File: src/common/vic_pkg.sv
// Constants, offsets and carrier types of the vectored interrupt controller
package vic_pkg;

   // =====================================================
   // Address decode
   localparam logic [31:0] BASE_ADDR = 32'hFFFF0000;
   localparam logic [31:0] REGION_MASK = 32'hFFFFF000;
   localparam int OFS_W = 12;

   // =====================================================
   // Register offsets
   localparam logic [11:0] OFS_NSTA = 12'h000;
   localparam logic [11:0] OFS_NSIG = 12'h004;
   localparam logic [11:0] OFS_NEN = 12'h008;
   localparam logic [11:0] OFS_NDIS = 12'h00C;
   localparam logic [11:0] OFS_SWI = 12'h010;
   localparam logic [11:0] OFS_BASE = 12'h014;
   localparam logic [11:0] OFS_NVEC = 12'h01C;
   localparam logic [11:0] OFS_PLOW = 12'h020;
   localparam logic [11:0] OFS_PMID = 12'h024;
   localparam logic [11:0] OFS_PHIGH = 12'h028;
   localparam logic [11:0] OFS_RSVD = 12'h02C;
   localparam logic [11:0] OFS_NEST = 12'h030;
   localparam logic [11:0] OFS_TRIG = 12'h034;
   localparam logic [11:0] OFS_ECLR = 12'h038;
   localparam logic [11:0] OFS_NSTAN = 12'h03C;
   localparam logic [11:0] OFS_FSTA = 12'h100;
   localparam logic [11:0] OFS_FSIG = 12'h104;
   localparam logic [11:0] OFS_FEN = 12'h108;
   localparam logic [11:0] OFS_FDIS = 12'h10C;
   localparam logic [11:0] OFS_FVEC = 12'h11C;
   localparam logic [11:0] OFS_FSTAN = 12'h13C;

   // =====================================================
   // Reset values and fields
   localparam logic [31:0] RST_WORD = 32'h00000000;
   localparam int NUM_SRC = 32;
   localparam int NUM_EXT = 4;
   localparam int EXT_LSB = 16;
   localparam int PRIO_W = 3;
   localparam int FIELD_W = 4;
   localparam int LOW_FIRST = 1;
   localparam int MID_FIRST = 8;
   localparam int HIGH_FIRST = 16;
   localparam int HIGH_LAST = 21;
   localparam logic [2:0] PRIO_NONE = 3'h7;
   localparam int TRIG_W = 2;
   localparam logic [1:0] TRIG_LEVEL = 2'h0;
   localparam logic [1:0] TRIG_RISE = 2'h1;
   localparam logic [1:0] TRIG_FALL = 2'h2;
   localparam int NEST_IRQ_BIT = 0;
   localparam int NEST_FIQ_BIT = 1;
   localparam int VEC_SHIFT = 1;
   localparam logic [3:0] STAN_IDLE = 4'h0;

   // =====================================================
   // Carrier types
   typedef struct packed {
      logic sel;
      logic enable;
      logic write;
      logic [31:0] addr;
      logic [31:0] wdata;
   } vic_apb_req_type;

   typedef struct packed {
      logic [31:0] rdata;
      logic ready;
      logic slverr;
   } vic_apb_rsp_type;

   // In-service record: valid flag above level
   typedef struct packed {
      logic valid;
      logic [2:0] lvl;
   } vic_stan_type;

   typedef struct packed {
      logic found;
      logic [4:0] idx;
      logic [2:0] lvl;
   } vic_win_type;

endpackage

File: src/core/vic_core.sv
// Vectored normal/fast interrupt controller with peripheral bus register file
//
// What this block does
// - Peripheral bus register access completes in two cycles, setup then access.
// - The controller sits on the peripheral bus, not the system bus.
// - Registers decode from base address 0xFFFF0000.
// - Normal raw register shows every source state, enabled or not.
// - Writing normal disable clears selected enable bits only.
// - Software interrupt register lets software raise sources itself.
// - Vector base register points to 64-byte table, resets to zero.
// - Normal vector returns handler of highest-priority active source.
// - Sources 1 to 21 have priority level 0 to 7; all other sources are fixed at level 7.
// - First priority register holds sources 1 to 7.
// - Second priority register holds sources 8 to 15.
// - Third priority register holds sources 16 to 21.
// - Nesting enabled separately for normal and fast; off after reset.
// - External inputs trigger on rising edge, falling edge or level.
// - Edge triggers latch; edge-clear write drops the pending request.
// - Normal exception entry records the causing priority level.
// - Fast raw register shows every source state, enabled or not.
// - Writing fast disable clears selected fast enable bits.
// - Fast exception entry records the causing priority level.
// - Fast request takes precedence over normal request.
`timescale 1ns/1ps

module vic_core (
   // Clock and reset
   input wire logic clk,
   input wire logic rst,
   // Peripheral bus
   input wire vic_pkg::vic_apb_req_type apb_req,
   output vic_pkg::vic_apb_rsp_type apb_rsp,
   // Interrupt sources
   input wire logic [31:0] src_in,
   input wire logic [3:0] ext_in,
   // Processor core
   input wire logic irq_ack,
   input wire logic fiq_ack,
   output logic irq_req,
   output logic fiq_req
);

   // ======================================================
   // Functions
   function automatic logic [2:0] prio_of(input logic [4:0] i, input logic [31:0] p0,
                                          input logic [31:0] p1, input logic [31:0] p2);
      int pos;
      pos = int'(i[2:0]) * vic_pkg::FIELD_W;
      prio_of = vic_pkg::PRIO_NONE;
      if (int'(i) >= vic_pkg::LOW_FIRST && int'(i) < vic_pkg::MID_FIRST) begin
         prio_of = p0[pos +: vic_pkg::PRIO_W];
      end
      else if (int'(i) >= vic_pkg::MID_FIRST && int'(i) < vic_pkg::HIGH_FIRST) begin
         prio_of = p1[pos +: vic_pkg::PRIO_W];
      end
      else if (int'(i) >= vic_pkg::HIGH_FIRST && int'(i) <= vic_pkg::HIGH_LAST) begin
         prio_of = p2[pos +: vic_pkg::PRIO_W];
      end
   endfunction

   // Lowest level number wins, then lowest index
   function automatic vic_pkg::vic_win_type pick(input logic [31:0] act, input logic [31:0] p0,
                                                 input logic [31:0] p1, input logic [31:0] p2);
      vic_pkg::vic_win_type w;
      logic [2:0] l;
      w = '0;
      w.lvl = vic_pkg::PRIO_NONE;
      for (int k = 0; k < vic_pkg::NUM_SRC; k++) begin
         l = prio_of(5'(k), p0, p1, p2);
         if (act[k] && (!w.found || l < w.lvl)) begin
            w.found = 1'b1;
            w.idx = 5'(k);
            w.lvl = l;
         end
      end
      return w;
   endfunction

   // ======================================================
   // Registers
   logic [31:0] raw_reg;
   logic [31:0] nen_reg;
   logic [31:0] fen_reg;
   logic [31:0] swi_reg;
   logic [31:0] base_reg;
   logic [31:0] nvec_reg;
   logic [31:0] fvec_reg;
   logic [31:0] plow_reg;
   logic [31:0] pmid_reg;
   logic [31:0] phigh_reg;
   logic [31:0] rsvd_reg;
   logic [1:0] nest_reg;
   logic [31:0] trig_reg;
   logic [3:0] ext_prev_reg;
   logic [3:0] ext_latch_reg;
   logic [3:0] ext_latch_next;
   logic [3:0] ext_raw;
   vic_pkg::vic_stan_type nstan_reg;
   vic_pkg::vic_stan_type fstan_reg;

   logic [31:0] n_active;
   logic [31:0] f_active;
   vic_pkg::vic_win_type n_win;
   vic_pkg::vic_win_type f_win;
   logic n_gate;
   logic f_gate;

   logic hit;
   logic setup;
   logic wr_en;
   logic [11:0] ofs;
   logic [31:0] rd_data;
   logic rd_ok;

   // ======================================================
   // Bus decode
   // peripheral bus slave
   assign setup = apb_req.sel && !apb_req.enable;
   assign hit = (apb_req.addr & vic_pkg::REGION_MASK) == vic_pkg::BASE_ADDR;
   assign ofs = apb_req.addr[vic_pkg::OFS_W-1:0];
   // write lands on the access cycle
   assign wr_en = apb_req.sel && apb_req.enable && apb_req.write && apb_rsp.ready
                  && hit && !apb_rsp.slverr;

   always_ff @(posedge clk) begin
      if (rst) begin
         apb_rsp <= '0;
      end else begin
         apb_rsp.ready <= setup;
         apb_rsp.slverr <= setup && !(hit && rd_ok);
         apb_rsp.rdata <= (setup && hit && !apb_req.write) ? rd_data : vic_pkg::RST_WORD;
      end
   end

   // ======================================================
   // Read mux
   always_comb begin
      rd_data = vic_pkg::RST_WORD;
      rd_ok = 1'b1;
      case (ofs)
         vic_pkg::OFS_NSTA: rd_data = n_active;
         vic_pkg::OFS_NSIG: rd_data = raw_reg;
         vic_pkg::OFS_NEN: rd_data = nen_reg;
         vic_pkg::OFS_NDIS: rd_data = vic_pkg::RST_WORD;
         vic_pkg::OFS_SWI: rd_data = vic_pkg::RST_WORD;
         vic_pkg::OFS_BASE: rd_data = base_reg;
         vic_pkg::OFS_NVEC: rd_data = nvec_reg;
         vic_pkg::OFS_PLOW: rd_data = plow_reg;
         vic_pkg::OFS_PMID: rd_data = pmid_reg;
         vic_pkg::OFS_PHIGH: rd_data = phigh_reg;
         vic_pkg::OFS_RSVD: rd_data = rsvd_reg;
         vic_pkg::OFS_NEST: rd_data = 32'(nest_reg);
         vic_pkg::OFS_TRIG: rd_data = trig_reg;
         vic_pkg::OFS_ECLR: rd_data = vic_pkg::RST_WORD;
         vic_pkg::OFS_NSTAN: rd_data = 32'(nstan_reg);
         vic_pkg::OFS_FSTA: rd_data = f_active;
         vic_pkg::OFS_FSIG: rd_data = raw_reg;
         vic_pkg::OFS_FEN: rd_data = fen_reg;
         vic_pkg::OFS_FDIS: rd_data = vic_pkg::RST_WORD;
         vic_pkg::OFS_FVEC: rd_data = fvec_reg;
         vic_pkg::OFS_FSTAN: rd_data = 32'(fstan_reg);
         default: rd_ok = 1'b0;
      endcase
   end

   // ======================================================
   // External triggers
   always_comb begin
      ext_latch_next = ext_latch_reg;
      ext_raw = '0;
      for (int e = 0; e < vic_pkg::NUM_EXT; e++) begin
         case (trig_reg[e*vic_pkg::TRIG_W +: vic_pkg::TRIG_W])
            vic_pkg::TRIG_RISE: begin
               if (wr_en && ofs == vic_pkg::OFS_ECLR && apb_req.wdata[e]) begin
                  ext_latch_next[e] = 1'b0;
               end
               if (ext_in[e] && !ext_prev_reg[e]) begin
                  ext_latch_next[e] = 1'b1;
               end
               ext_raw[e] = ext_latch_reg[e];
            end
            vic_pkg::TRIG_FALL: begin
               if (wr_en && ofs == vic_pkg::OFS_ECLR && apb_req.wdata[e]) begin
                  ext_latch_next[e] = 1'b0;
               end
               if (!ext_in[e] && ext_prev_reg[e]) begin
                  ext_latch_next[e] = 1'b1;
               end
               ext_raw[e] = ext_latch_reg[e];
            end
            default: begin
               ext_latch_next[e] = 1'b0;
               ext_raw[e] = ext_in[e];
            end
         endcase
      end
   end

   always_ff @(posedge clk) begin
      if (rst) begin
         ext_prev_reg <= '0;
         ext_latch_reg <= '0;
      end else begin
         ext_prev_reg <= ext_in;
         ext_latch_reg <= ext_latch_next;
      end
   end

   // ======================================================
   // Raw sources
   always_ff @(posedge clk) begin
      if (rst) begin
         raw_reg <= vic_pkg::RST_WORD;
      end else begin
         // all sources, enabled or not; software sources
         raw_reg <= src_in | swi_reg | (32'(ext_raw) << vic_pkg::EXT_LSB);
      end
   end

   // ======================================================
   // Configuration registers
   always_ff @(posedge clk) begin
      if (rst) begin
         swi_reg <= vic_pkg::RST_WORD;
         base_reg <= vic_pkg::RST_WORD;
         plow_reg <= vic_pkg::RST_WORD;
         pmid_reg <= vic_pkg::RST_WORD;
         phigh_reg <= vic_pkg::RST_WORD;
         rsvd_reg <= vic_pkg::RST_WORD;
         nest_reg <= '0;
         trig_reg <= vic_pkg::RST_WORD;
      end else if (wr_en) begin
         case (ofs)
            vic_pkg::OFS_SWI: swi_reg <= apb_req.wdata;
            vic_pkg::OFS_BASE: base_reg <= apb_req.wdata;
            vic_pkg::OFS_PLOW: plow_reg <= apb_req.wdata;
            vic_pkg::OFS_PMID: pmid_reg <= apb_req.wdata;
            vic_pkg::OFS_PHIGH: phigh_reg <= apb_req.wdata;
            vic_pkg::OFS_RSVD: rsvd_reg <= apb_req.wdata;
            vic_pkg::OFS_NEST: nest_reg <= apb_req.wdata[1:0];
            vic_pkg::OFS_TRIG: trig_reg <= apb_req.wdata;
            default: ;
         endcase
      end
   end

   // ======================================================
   // Enables
   always_ff @(posedge clk) begin
      if (rst) begin
         nen_reg <= vic_pkg::RST_WORD;
         fen_reg <= vic_pkg::RST_WORD;
      end else if (wr_en) begin
         if (ofs == vic_pkg::OFS_NEN) begin
            nen_reg <= nen_reg | apb_req.wdata;
         end
         if (ofs == vic_pkg::OFS_NDIS) begin
            nen_reg <= nen_reg & ~apb_req.wdata;
         end
         if (ofs == vic_pkg::OFS_FEN) begin
            fen_reg <= fen_reg | apb_req.wdata;
         end
         if (ofs == vic_pkg::OFS_FDIS) begin
            fen_reg <= fen_reg & ~apb_req.wdata;
         end
      end
   end

   // ======================================================
   // Arbitration
   // active is raw and enable
   assign n_active = raw_reg & nen_reg;
   assign f_active = raw_reg & fen_reg;
   assign n_win = pick(n_active, plow_reg, pmid_reg, phigh_reg);
   assign f_win = pick(f_active, plow_reg, pmid_reg, phigh_reg);
   // nested: only a strictly lower level number passes
   assign n_gate = !(nest_reg[vic_pkg::NEST_IRQ_BIT] && nstan_reg.valid) || n_win.lvl < nstan_reg.lvl;
   assign f_gate = !(nest_reg[vic_pkg::NEST_FIQ_BIT] && fstan_reg.valid) || f_win.lvl < fstan_reg.lvl;

   always_ff @(posedge clk) begin
      if (rst) begin
         nvec_reg <= vic_pkg::RST_WORD;
         fvec_reg <= vic_pkg::RST_WORD;
      end else begin
         nvec_reg <= n_win.found ? base_reg + (32'(n_win.idx) << vic_pkg::VEC_SHIFT) : vic_pkg::RST_WORD;
         fvec_reg <= f_win.found ? base_reg + (32'(f_win.idx) << vic_pkg::VEC_SHIFT) : vic_pkg::RST_WORD;
      end
   end

   // ======================================================
   // Requests to the core
   always_ff @(posedge clk) begin
      if (rst) begin
         irq_req <= 1'b0;
         fiq_req <= 1'b0;
      end else begin
         fiq_req <= f_win.found && f_gate;
         irq_req <= n_win.found && n_gate && !(f_win.found && f_gate);
      end
   end

   // ======================================================
   // In-service levels
   always_ff @(posedge clk) begin
      if (rst) begin
         nstan_reg <= vic_pkg::STAN_IDLE;
         fstan_reg <= vic_pkg::STAN_IDLE;
      end else begin
         // record on normal entry, entry beats write
         if (irq_ack && n_win.found) begin
            nstan_reg <= {1'b1, n_win.lvl};
         end else if (wr_en && ofs == vic_pkg::OFS_NSTAN) begin
            nstan_reg <= apb_req.wdata[3:0];
         end
         if (fiq_ack && f_win.found) begin
            fstan_reg <= {1'b1, f_win.lvl};
         end else if (wr_en && ofs == vic_pkg::OFS_FSTAN) begin
            fstan_reg <= apb_req.wdata[3:0];
         end
      end
   end
endmodule // vic_core

File: config.mk
export PLATFORM = sky130hd
export DESIGN_NAME = vic_core
export DESIGN_NICKNAME = d
export VERILOG_FILES = /design/src/common/vic_pkg.sv /design/src/core/vic_core.sv
export SDC_FILE = /design/constraint.sdc
export NUM_CORES = 1
export LEC_CHECK = 0
export BUFFER_PORTS_ARGS = -buffer_cell sky130_fd_sc_hd__buf_2
export CAP_MARGIN = 20
export CORE_MARGIN = 2
export CORE_UTILIZATION = 36
export DETAILED_ROUTE_END_ITERATION = 8
export HOLD_SLACK_MARGIN = 0.1
export PLACE_DENSITY = 0.54
export SLEW_MARGIN = 30
export SYNTH_ARGS = -nofsm -noshare
export SYNTH_HDL_FRONTEND = slang
export SYNTH_SLANG_ARGS = --single-unit
export TNS_END_PERCENT = 50
File: constraint.sdc
create_clock -name clk -period 16.92 [get_ports clk]
set_input_delay 0.846 -clock clk [delete_from_list [all_inputs] [get_ports clk]]
set_output_delay 0.846 -clock clk [all_outputs]
set_load 0.005 [all_outputs]
Word level (Yosys, flattened, before mapping)
Cells that the tools add are included.
Storage, ports and cells
  register bits: 438
  output and inout port bits: 36
  logic and storage cells: 484
Cells by class
  $add $sub $neg: 2
  magnitude comparators: 64
  equality and inequality tests: 29
  muxes and demuxes: 94
  bitwise operators: 12
  reductions and logical operators: 259
Operators with widths (number)
  9-bit two-way mux: 64
  32-bit case mux with 16 select lines: 1
  3-bit less-than comparator: 44
  32-bit AND: 4
  32-bit two-way mux: 4
  12-bit by 6-bit equality test with 1-bit output (second input constant): 8
  32-bit OR: 3
  1-bit logical AND: 94
  1-bit logical NOT: 77
  12-bit by 9-bit equality test with 1-bit output (second input constant): 6
  32-bit by 6-bit adder with 32-bit output: 2
  1-bit logical OR: 64
  3-bit less-than comparator (first input constant): 20
  12-bit by 5-bit equality test with 1-bit output (second input constant): 3
  32-bit inverter: 1
  32-bit by 20-bit OR with 32-bit output: 1
  12-bit by 4-bit equality test with 1-bit output (second input constant): 2
  21-bit OR reduction: 1
  20-bit equality test (second input constant): 1
  2-bit AND reduction: 10
  1-bit two-way mux: 17
  4-bit two-way mux: 4
  2-bit OR reduction: 8
  12-bit by 3-bit equality test with 1-bit output (second input constant): 1
  6 further kinds: 20

Longest topological paths before layout
  depth after elaboration: 131
  depth in mapped cells: 68
  mapped depth without buffers: 65

Least setup slack after synthesis
OpenSTA, ideal clock, no wires.
  path kind: flip-flop to flip-flop
  start point: register raw_reg[2]
  end point: register nvec_reg[21]
  data arrival time: 13953 ps
  data required time: 16792 ps
  path slack: 2839 ps
  stages on the path, launching flop included: 64
  period minus slack after synthesis: 14081 ps
  cells stage by stage: dfxtp_1 buf_4 a222oi_1 nor2_1 or3b_1 and3_1 a221o_1 o21ai_2 and4b_1 o211ai_2 and2_1 nor2_1 mux2_4 a311o_1 o311a_1 and2_1 buf_2 a311o_1 [28 not listed] mux2_2 ha_1 and2_1 o21ai_0 nand2b_1 o41ai_4 or4_1 ha_1 fa_1 a21o_1 a21oi_1 nor2b_1 o21ai_0 or2_2 nor2_1 nand3_1 xor2_1 nor2_1
Between the ends
  word-level cells in the longest chain between the ends: 121
RTL lines
  from (decl): RTL line vic_core.sv:81  | logic [31:0] raw_reg;
  from (signal assigned): RTL line vic_core.sv:213  | raw_reg <= vic_pkg::RST_WORD;
  from (signal assigned): RTL line vic_core.sv:216  | raw_reg <= src_in | swi_reg | (32'(ext_raw) << vic_pkg::EXT_LSB);
  32-bit AND (*): RTL line vic_core.sv:272  | assign n_active = raw_reg & nen_reg;
  1-bit logical AND (*): RTL line vic_core.sv:70  | if (act[k] && (!w.found || l < w.lvl)) begin
  9-bit two-way mux (*): RTL line vic_core.sv:70
  3-bit less-than comparator or 1-bit logical NOT (tied branches): RTL line vic_core.sv:70
  1-bit logical OR: RTL line vic_core.sv:70
  1-bit logical AND: RTL line vic_core.sv:70
  9-bit two-way mux (*): RTL line vic_core.sv:70
  3-bit less-than comparator or 1-bit logical NOT (tied branches): RTL line vic_core.sv:70
  [104 not listed]
  1-bit logical OR: RTL line vic_core.sv:70
  1-bit logical AND: RTL line vic_core.sv:70
  9-bit two-way mux (*): RTL line vic_core.sv:70
  3-bit less-than comparator or 1-bit logical NOT (tied branches): RTL line vic_core.sv:70
  1-bit logical OR: RTL line vic_core.sv:70
  1-bit logical AND: RTL line vic_core.sv:70
  9-bit two-way mux (*): RTL line vic_core.sv:70
  parallel branches: the longest is 2 deep, another holds 32-bit by 6-bit adder with 32-bit output
  to (signal assigned): RTL line vic_core.sv:282  | nvec_reg <= vic_pkg::RST_WORD;
  to (signal assigned): RTL line vic_core.sv:285  | nvec_reg <= n_win.found ? base_reg + (32'(n_win.idx) << vic_pkg::VEC_SHIFT) : vic_pkg::RST_WORD;
  to (decl): RTL line vic_core.sv:86  | logic [31:0] nvec_reg;
Mark *: on every way between the ends.
A chain may end at the register's enable or synchronous reset.

Final worst setup path
  start point: register plow_reg[10]
  end point: register fvec_reg[23]
Between the ends
  word-level cells in the longest chain between the ends: 122
RTL lines
  from (decl): RTL line vic_core.sv:88  | logic [31:0] plow_reg;
  from (signal assigned): RTL line vic_core.sv:226  | plow_reg <= vic_pkg::RST_WORD;
  from (signal assigned): RTL line vic_core.sv:236  | vic_pkg::OFS_PLOW: plow_reg <= apb_req.wdata;
  3-bit less-than comparator: RTL line vic_core.sv:70
  1-bit logical OR: RTL line vic_core.sv:70
  1-bit logical AND: RTL line vic_core.sv:70
  9-bit two-way mux (*): RTL line vic_core.sv:70
  3-bit less-than comparator or 1-bit logical NOT (tied branches): RTL line vic_core.sv:70
  1-bit logical OR: RTL line vic_core.sv:70
  1-bit logical AND: RTL line vic_core.sv:70
  9-bit two-way mux (*): RTL line vic_core.sv:70
  [105 not listed]
  1-bit logical OR: RTL line vic_core.sv:70
  1-bit logical AND: RTL line vic_core.sv:70
  9-bit two-way mux (*): RTL line vic_core.sv:70
  3-bit less-than comparator or 1-bit logical NOT (tied branches): RTL line vic_core.sv:70
  1-bit logical OR: RTL line vic_core.sv:70
  1-bit logical AND: RTL line vic_core.sv:70
  9-bit two-way mux (*): RTL line vic_core.sv:70
  parallel branches: the longest is 2 deep, another holds 32-bit by 6-bit adder with 32-bit output
  to (signal assigned): RTL line vic_core.sv:283  | fvec_reg <= vic_pkg::RST_WORD;
  to (signal assigned): RTL line vic_core.sv:286  | fvec_reg <= f_win.found ? base_reg + (32'(f_win.idx) << vic_pkg::VEC_SHIFT) : vic_pkg::RST_WORD;
  to (decl): RTL line vic_core.sv:87  | logic [31:0] fvec_reg;
Marked as above.

==> reports/metrics.yaml <==
design.core.area_um2: 71200
worst_ep_required_time_ns: 17.40
post_synth_most_frequent_cells: "655 x nand2_1, 438 x dfxtp_1, 437 x a21oi_1"
ys_seq_area_share_pct: 33.9
timing.rr.start: "plow_reg[10]"
reg2regPathDepth: 64
number_of_standard_cell_rows_in_the_floorplan: 98
final_worst_path_period_need_ns: 15.98
fraction_of_layout_cells_with_a_size_suffix_above_1_pct: 12.4
max_stage_delay_ns: 0.55
hp-start: "src_in[15]"
clock-root-buffer: "clkbuf_16"
number_of_maximum_capacitance_constraint_violations: 0
power_per_cell_area_nw_per_um2: 76.5
area_share_of_the_largest_cell_type_after_synthesis_pct: 33.9
fin_area_um2: 29100
finalNetCount: 3580
hold_end: "raw_reg[15]"
timing_hold_violations_final: 0
avgViaCountPerCell: 6.14
worst_slew_margin_rel_pct: 30.6
groute.usage.overall_pct: 29.2
ys_seq_elements: 438
drt_pre_antenna_iters: 6
clock_sinks: 438
numPlacedInstances: 4338
power.total_mw: 2.22
startpoint_type: "flop"
path_class: "reg -> reg"
postSynthCellCount: 3466
overflow: 0
tightestPinTransition_ns: 1.04
synthesis.yosys.warnings: 0
via_count: 27202
detailedRoute.firstIterationViolations: 3277
post-route-drc-count: 0
synthesis.nets: 3605
postLayoutSetupSlackWorst_ns: 0.945
setup_repair_after_global_routing_missed_its_margin: "false"
detail-route-antenna-nets: 0
cts_tree: "yes"
synth_largest_area_cell: "dfxtp_1"
cts_max_level: 2
post_synth_main_area_contributors: "dfxtp_1 34%, nand2_1 9.5%, a21oi_1 8.5%, nor2_1 4.5%, clkbuf_1 3.5%"
finClkSkew_ns: 0.0245
fillerInstances: 7468
final-setup-viol-count: 0
synth.most_common_cell: "nand2_1"
r2r_end: "fvec_reg[23]"
dpl_cell_area_um2: 27300
placement.setup.worst_slack_ns: 0.765
timing.critical_path.slowest_stage_cell: "or4_1"
holdBufCountCts: 0
crit_end_element: "flop"
hold_path_class: "in -> reg"
vertical_extent_of_the_die_um: 272
p_leak_nw: 10.2
period_share_pct: 94.4
seq_power_share_pct: 47.1
p_int_mw: 1.70
design.die.area_um2: 74000
place.port_buffers: 142
power_frac_clock_pct: 50.3
grt_first_pass_wirelength_mm: 165
slew_viol_final: 0
initial_core_util_pct: 36.3
clk_transition_reported_paths_ns: 0.06
synth-main-ff-cell: "dfxtp_1"
area.growth.synth_to_final_pct: 12.4
net-switching-power_mw: 0.528
reg2reg_setup_slack_ns: 0.94
swShare_pct: 23.7
fin_tns_setup_ns: 0
final_cell_count_without_fillers: 4430
grt_start_max_net_pins: 107
routedWlPerCell_um: 25.3
avgSynthCellArea_um2: 7.46
power.combinational.fraction_pct: 2.6
first_global_vias: 25304
gpl.final_weighted_congestion: 0.962
arrival_ns: 16.46
number_of_antenna_violations_at_the_first_check_in_global_routing: 3
ys_types: 121
synth-edff-count: 0
num_io_pins: 143
synthesis.area_um2: 25900
postSynth.asyncResetShare_pct: 0
max-vdd-ir-drop_v: 0.0000752
clock_path_buffers: 3
cts_made_buffers: 50
outcome: "completed"
max_freq_mhz: 62.6
die_width_um: 272
dp_hpwl_mm: 76.7
drt-total-wl_mm: 112
timing.hold.worst_path_depth: 3
insertion_delay_ns: 0.62
timing.critical_path.fanout_max: 8
-- cells by family after synthesis --
| logic type | synth area share, % |
|---|---|
| and+or+nand+nor | 22.7 |
| AOI/OAI and AO/OA | 32.5 |
| DFF | 33.9 |
| buffers and inverters | 5.43 |
| xor gates and xnor gates | 1.90 |
| muxes | 1.82 |
| adders and majority gates | 1.77 |
-- cell type report --
class,count,area [µm²],share of cell area [%]
well taps,950,1190,4.09
clock buffers,74,1460,5.03
multi-input cells,2662,16000,55.0
clock inverters,16,189,0.650
diodes,1,2.50,0.00861
flip-flops and latches,438,8770,30.2
repair buffers,189,1080,3.71
inverters,100,375,1.29
-- worst max-delay path, delay by kind of cell, from the launching register on --
family | cells | cell delay [ns]
AO/OA/AOI/OAI | 30 | 7.77
XOR/XNOR | 1 | 0.15
adder cells (fa/ha/maj) | 5 | 1.40
buffers and inverters | 5 | 0.58
flip-flops | 1 | 0.54
multiplexers | 4 | 0.90
AND/OR/NAND/NOR | 19 | 4.49
-- worst max path at each step --
stage | from | end | slack, ns
2_1_floorplan | raw_reg[2] | nvec_reg[21] | 2.84
3_3_place_gp | flop | fvec_reg[23] | 0.60
3_5_place_dp | raw_reg[1] | fvec_reg[23] | 0.77
4_1_cts | raw_reg[1] | fvec_reg[23] | 0.66
5_1_grt | plow_reg[6] | nvec_reg[21] | 0.03
6_report | plow_reg[10] | fvec_reg[23] | 0.94
-- through the flow --
stage / util (%) / hold WS [ns]
floorplan: - / 0.436
global placement: 38.2 / 0.442
detailed placement: 38.3 / 0.446
CTS: 40.6 / 0.426
global route: 40.8 / 0.439
finish: 40.8 / 0.443
-- repair_timing --
action                                  in CTS  in global routing
buffers inserted                             0                  1
endpoints found under the setup margin       0                 29
resized for setup                            0                 29
endpoints found under the hold margin        0                  0
-- power by group through the flow --
stage / Combinational, mW / Sequential [mW] / Clock, mW
5_1_grt: 0.0624 / 1.05 / 1.17
2_1_floorplan: 0.0293 / 1.06 / 0
6_report: 0.0586 / 1.05 / 1.12
4_1_cts: 0.0578 / 1.05 / 1.13
3_5_place_dp: 0.0577 / 1.07 / 0
3_3_place_gp: 0.0575 / 1.07 / 0
-- metal layers --
metal  part of all wire [%]  vias up  track usage (%)
li1                       -    12562                -
met5                  0.022        -                0
met4                    4.8        4             13.5
met3                    8.2      280             4.39
met1                     42    13013             38.5
met2                     45     1343             47.1
-- cell usage in the layout, fill, tap and decap left out, types with 19 or more instances in the layout --
cell type	Yosys	routed
a211oi_1	25	23
a21o_1	68	68
a21oi_1	437	434
a221oi_1	54	54
a222oi_1	29	29
a22o_1	46	46
a22oi_1	39	39
a311oi_1	70	70
a31oi_1	42	42
and2_1	26	26
and3_1	20	19
buf_2	7	141
buf_4	4	46
clkbuf_16	0	51
dfxtp_1	438	435
ha_1	30	30
inv_1	99	99
mux2i_1	27	26
nand2_1	655	653
nand2b_1	29	29
nand3_1	61	61
nand4_1	28	28
nor2_1	312	299
nor2b_1	26	26
nor3_1	49	39
o21ai_0	101	101
or2_2	25	25
xnor2_1	31	31
xor2_1	25	25
No activity file was read; power rests on OpenSTA's default activity.
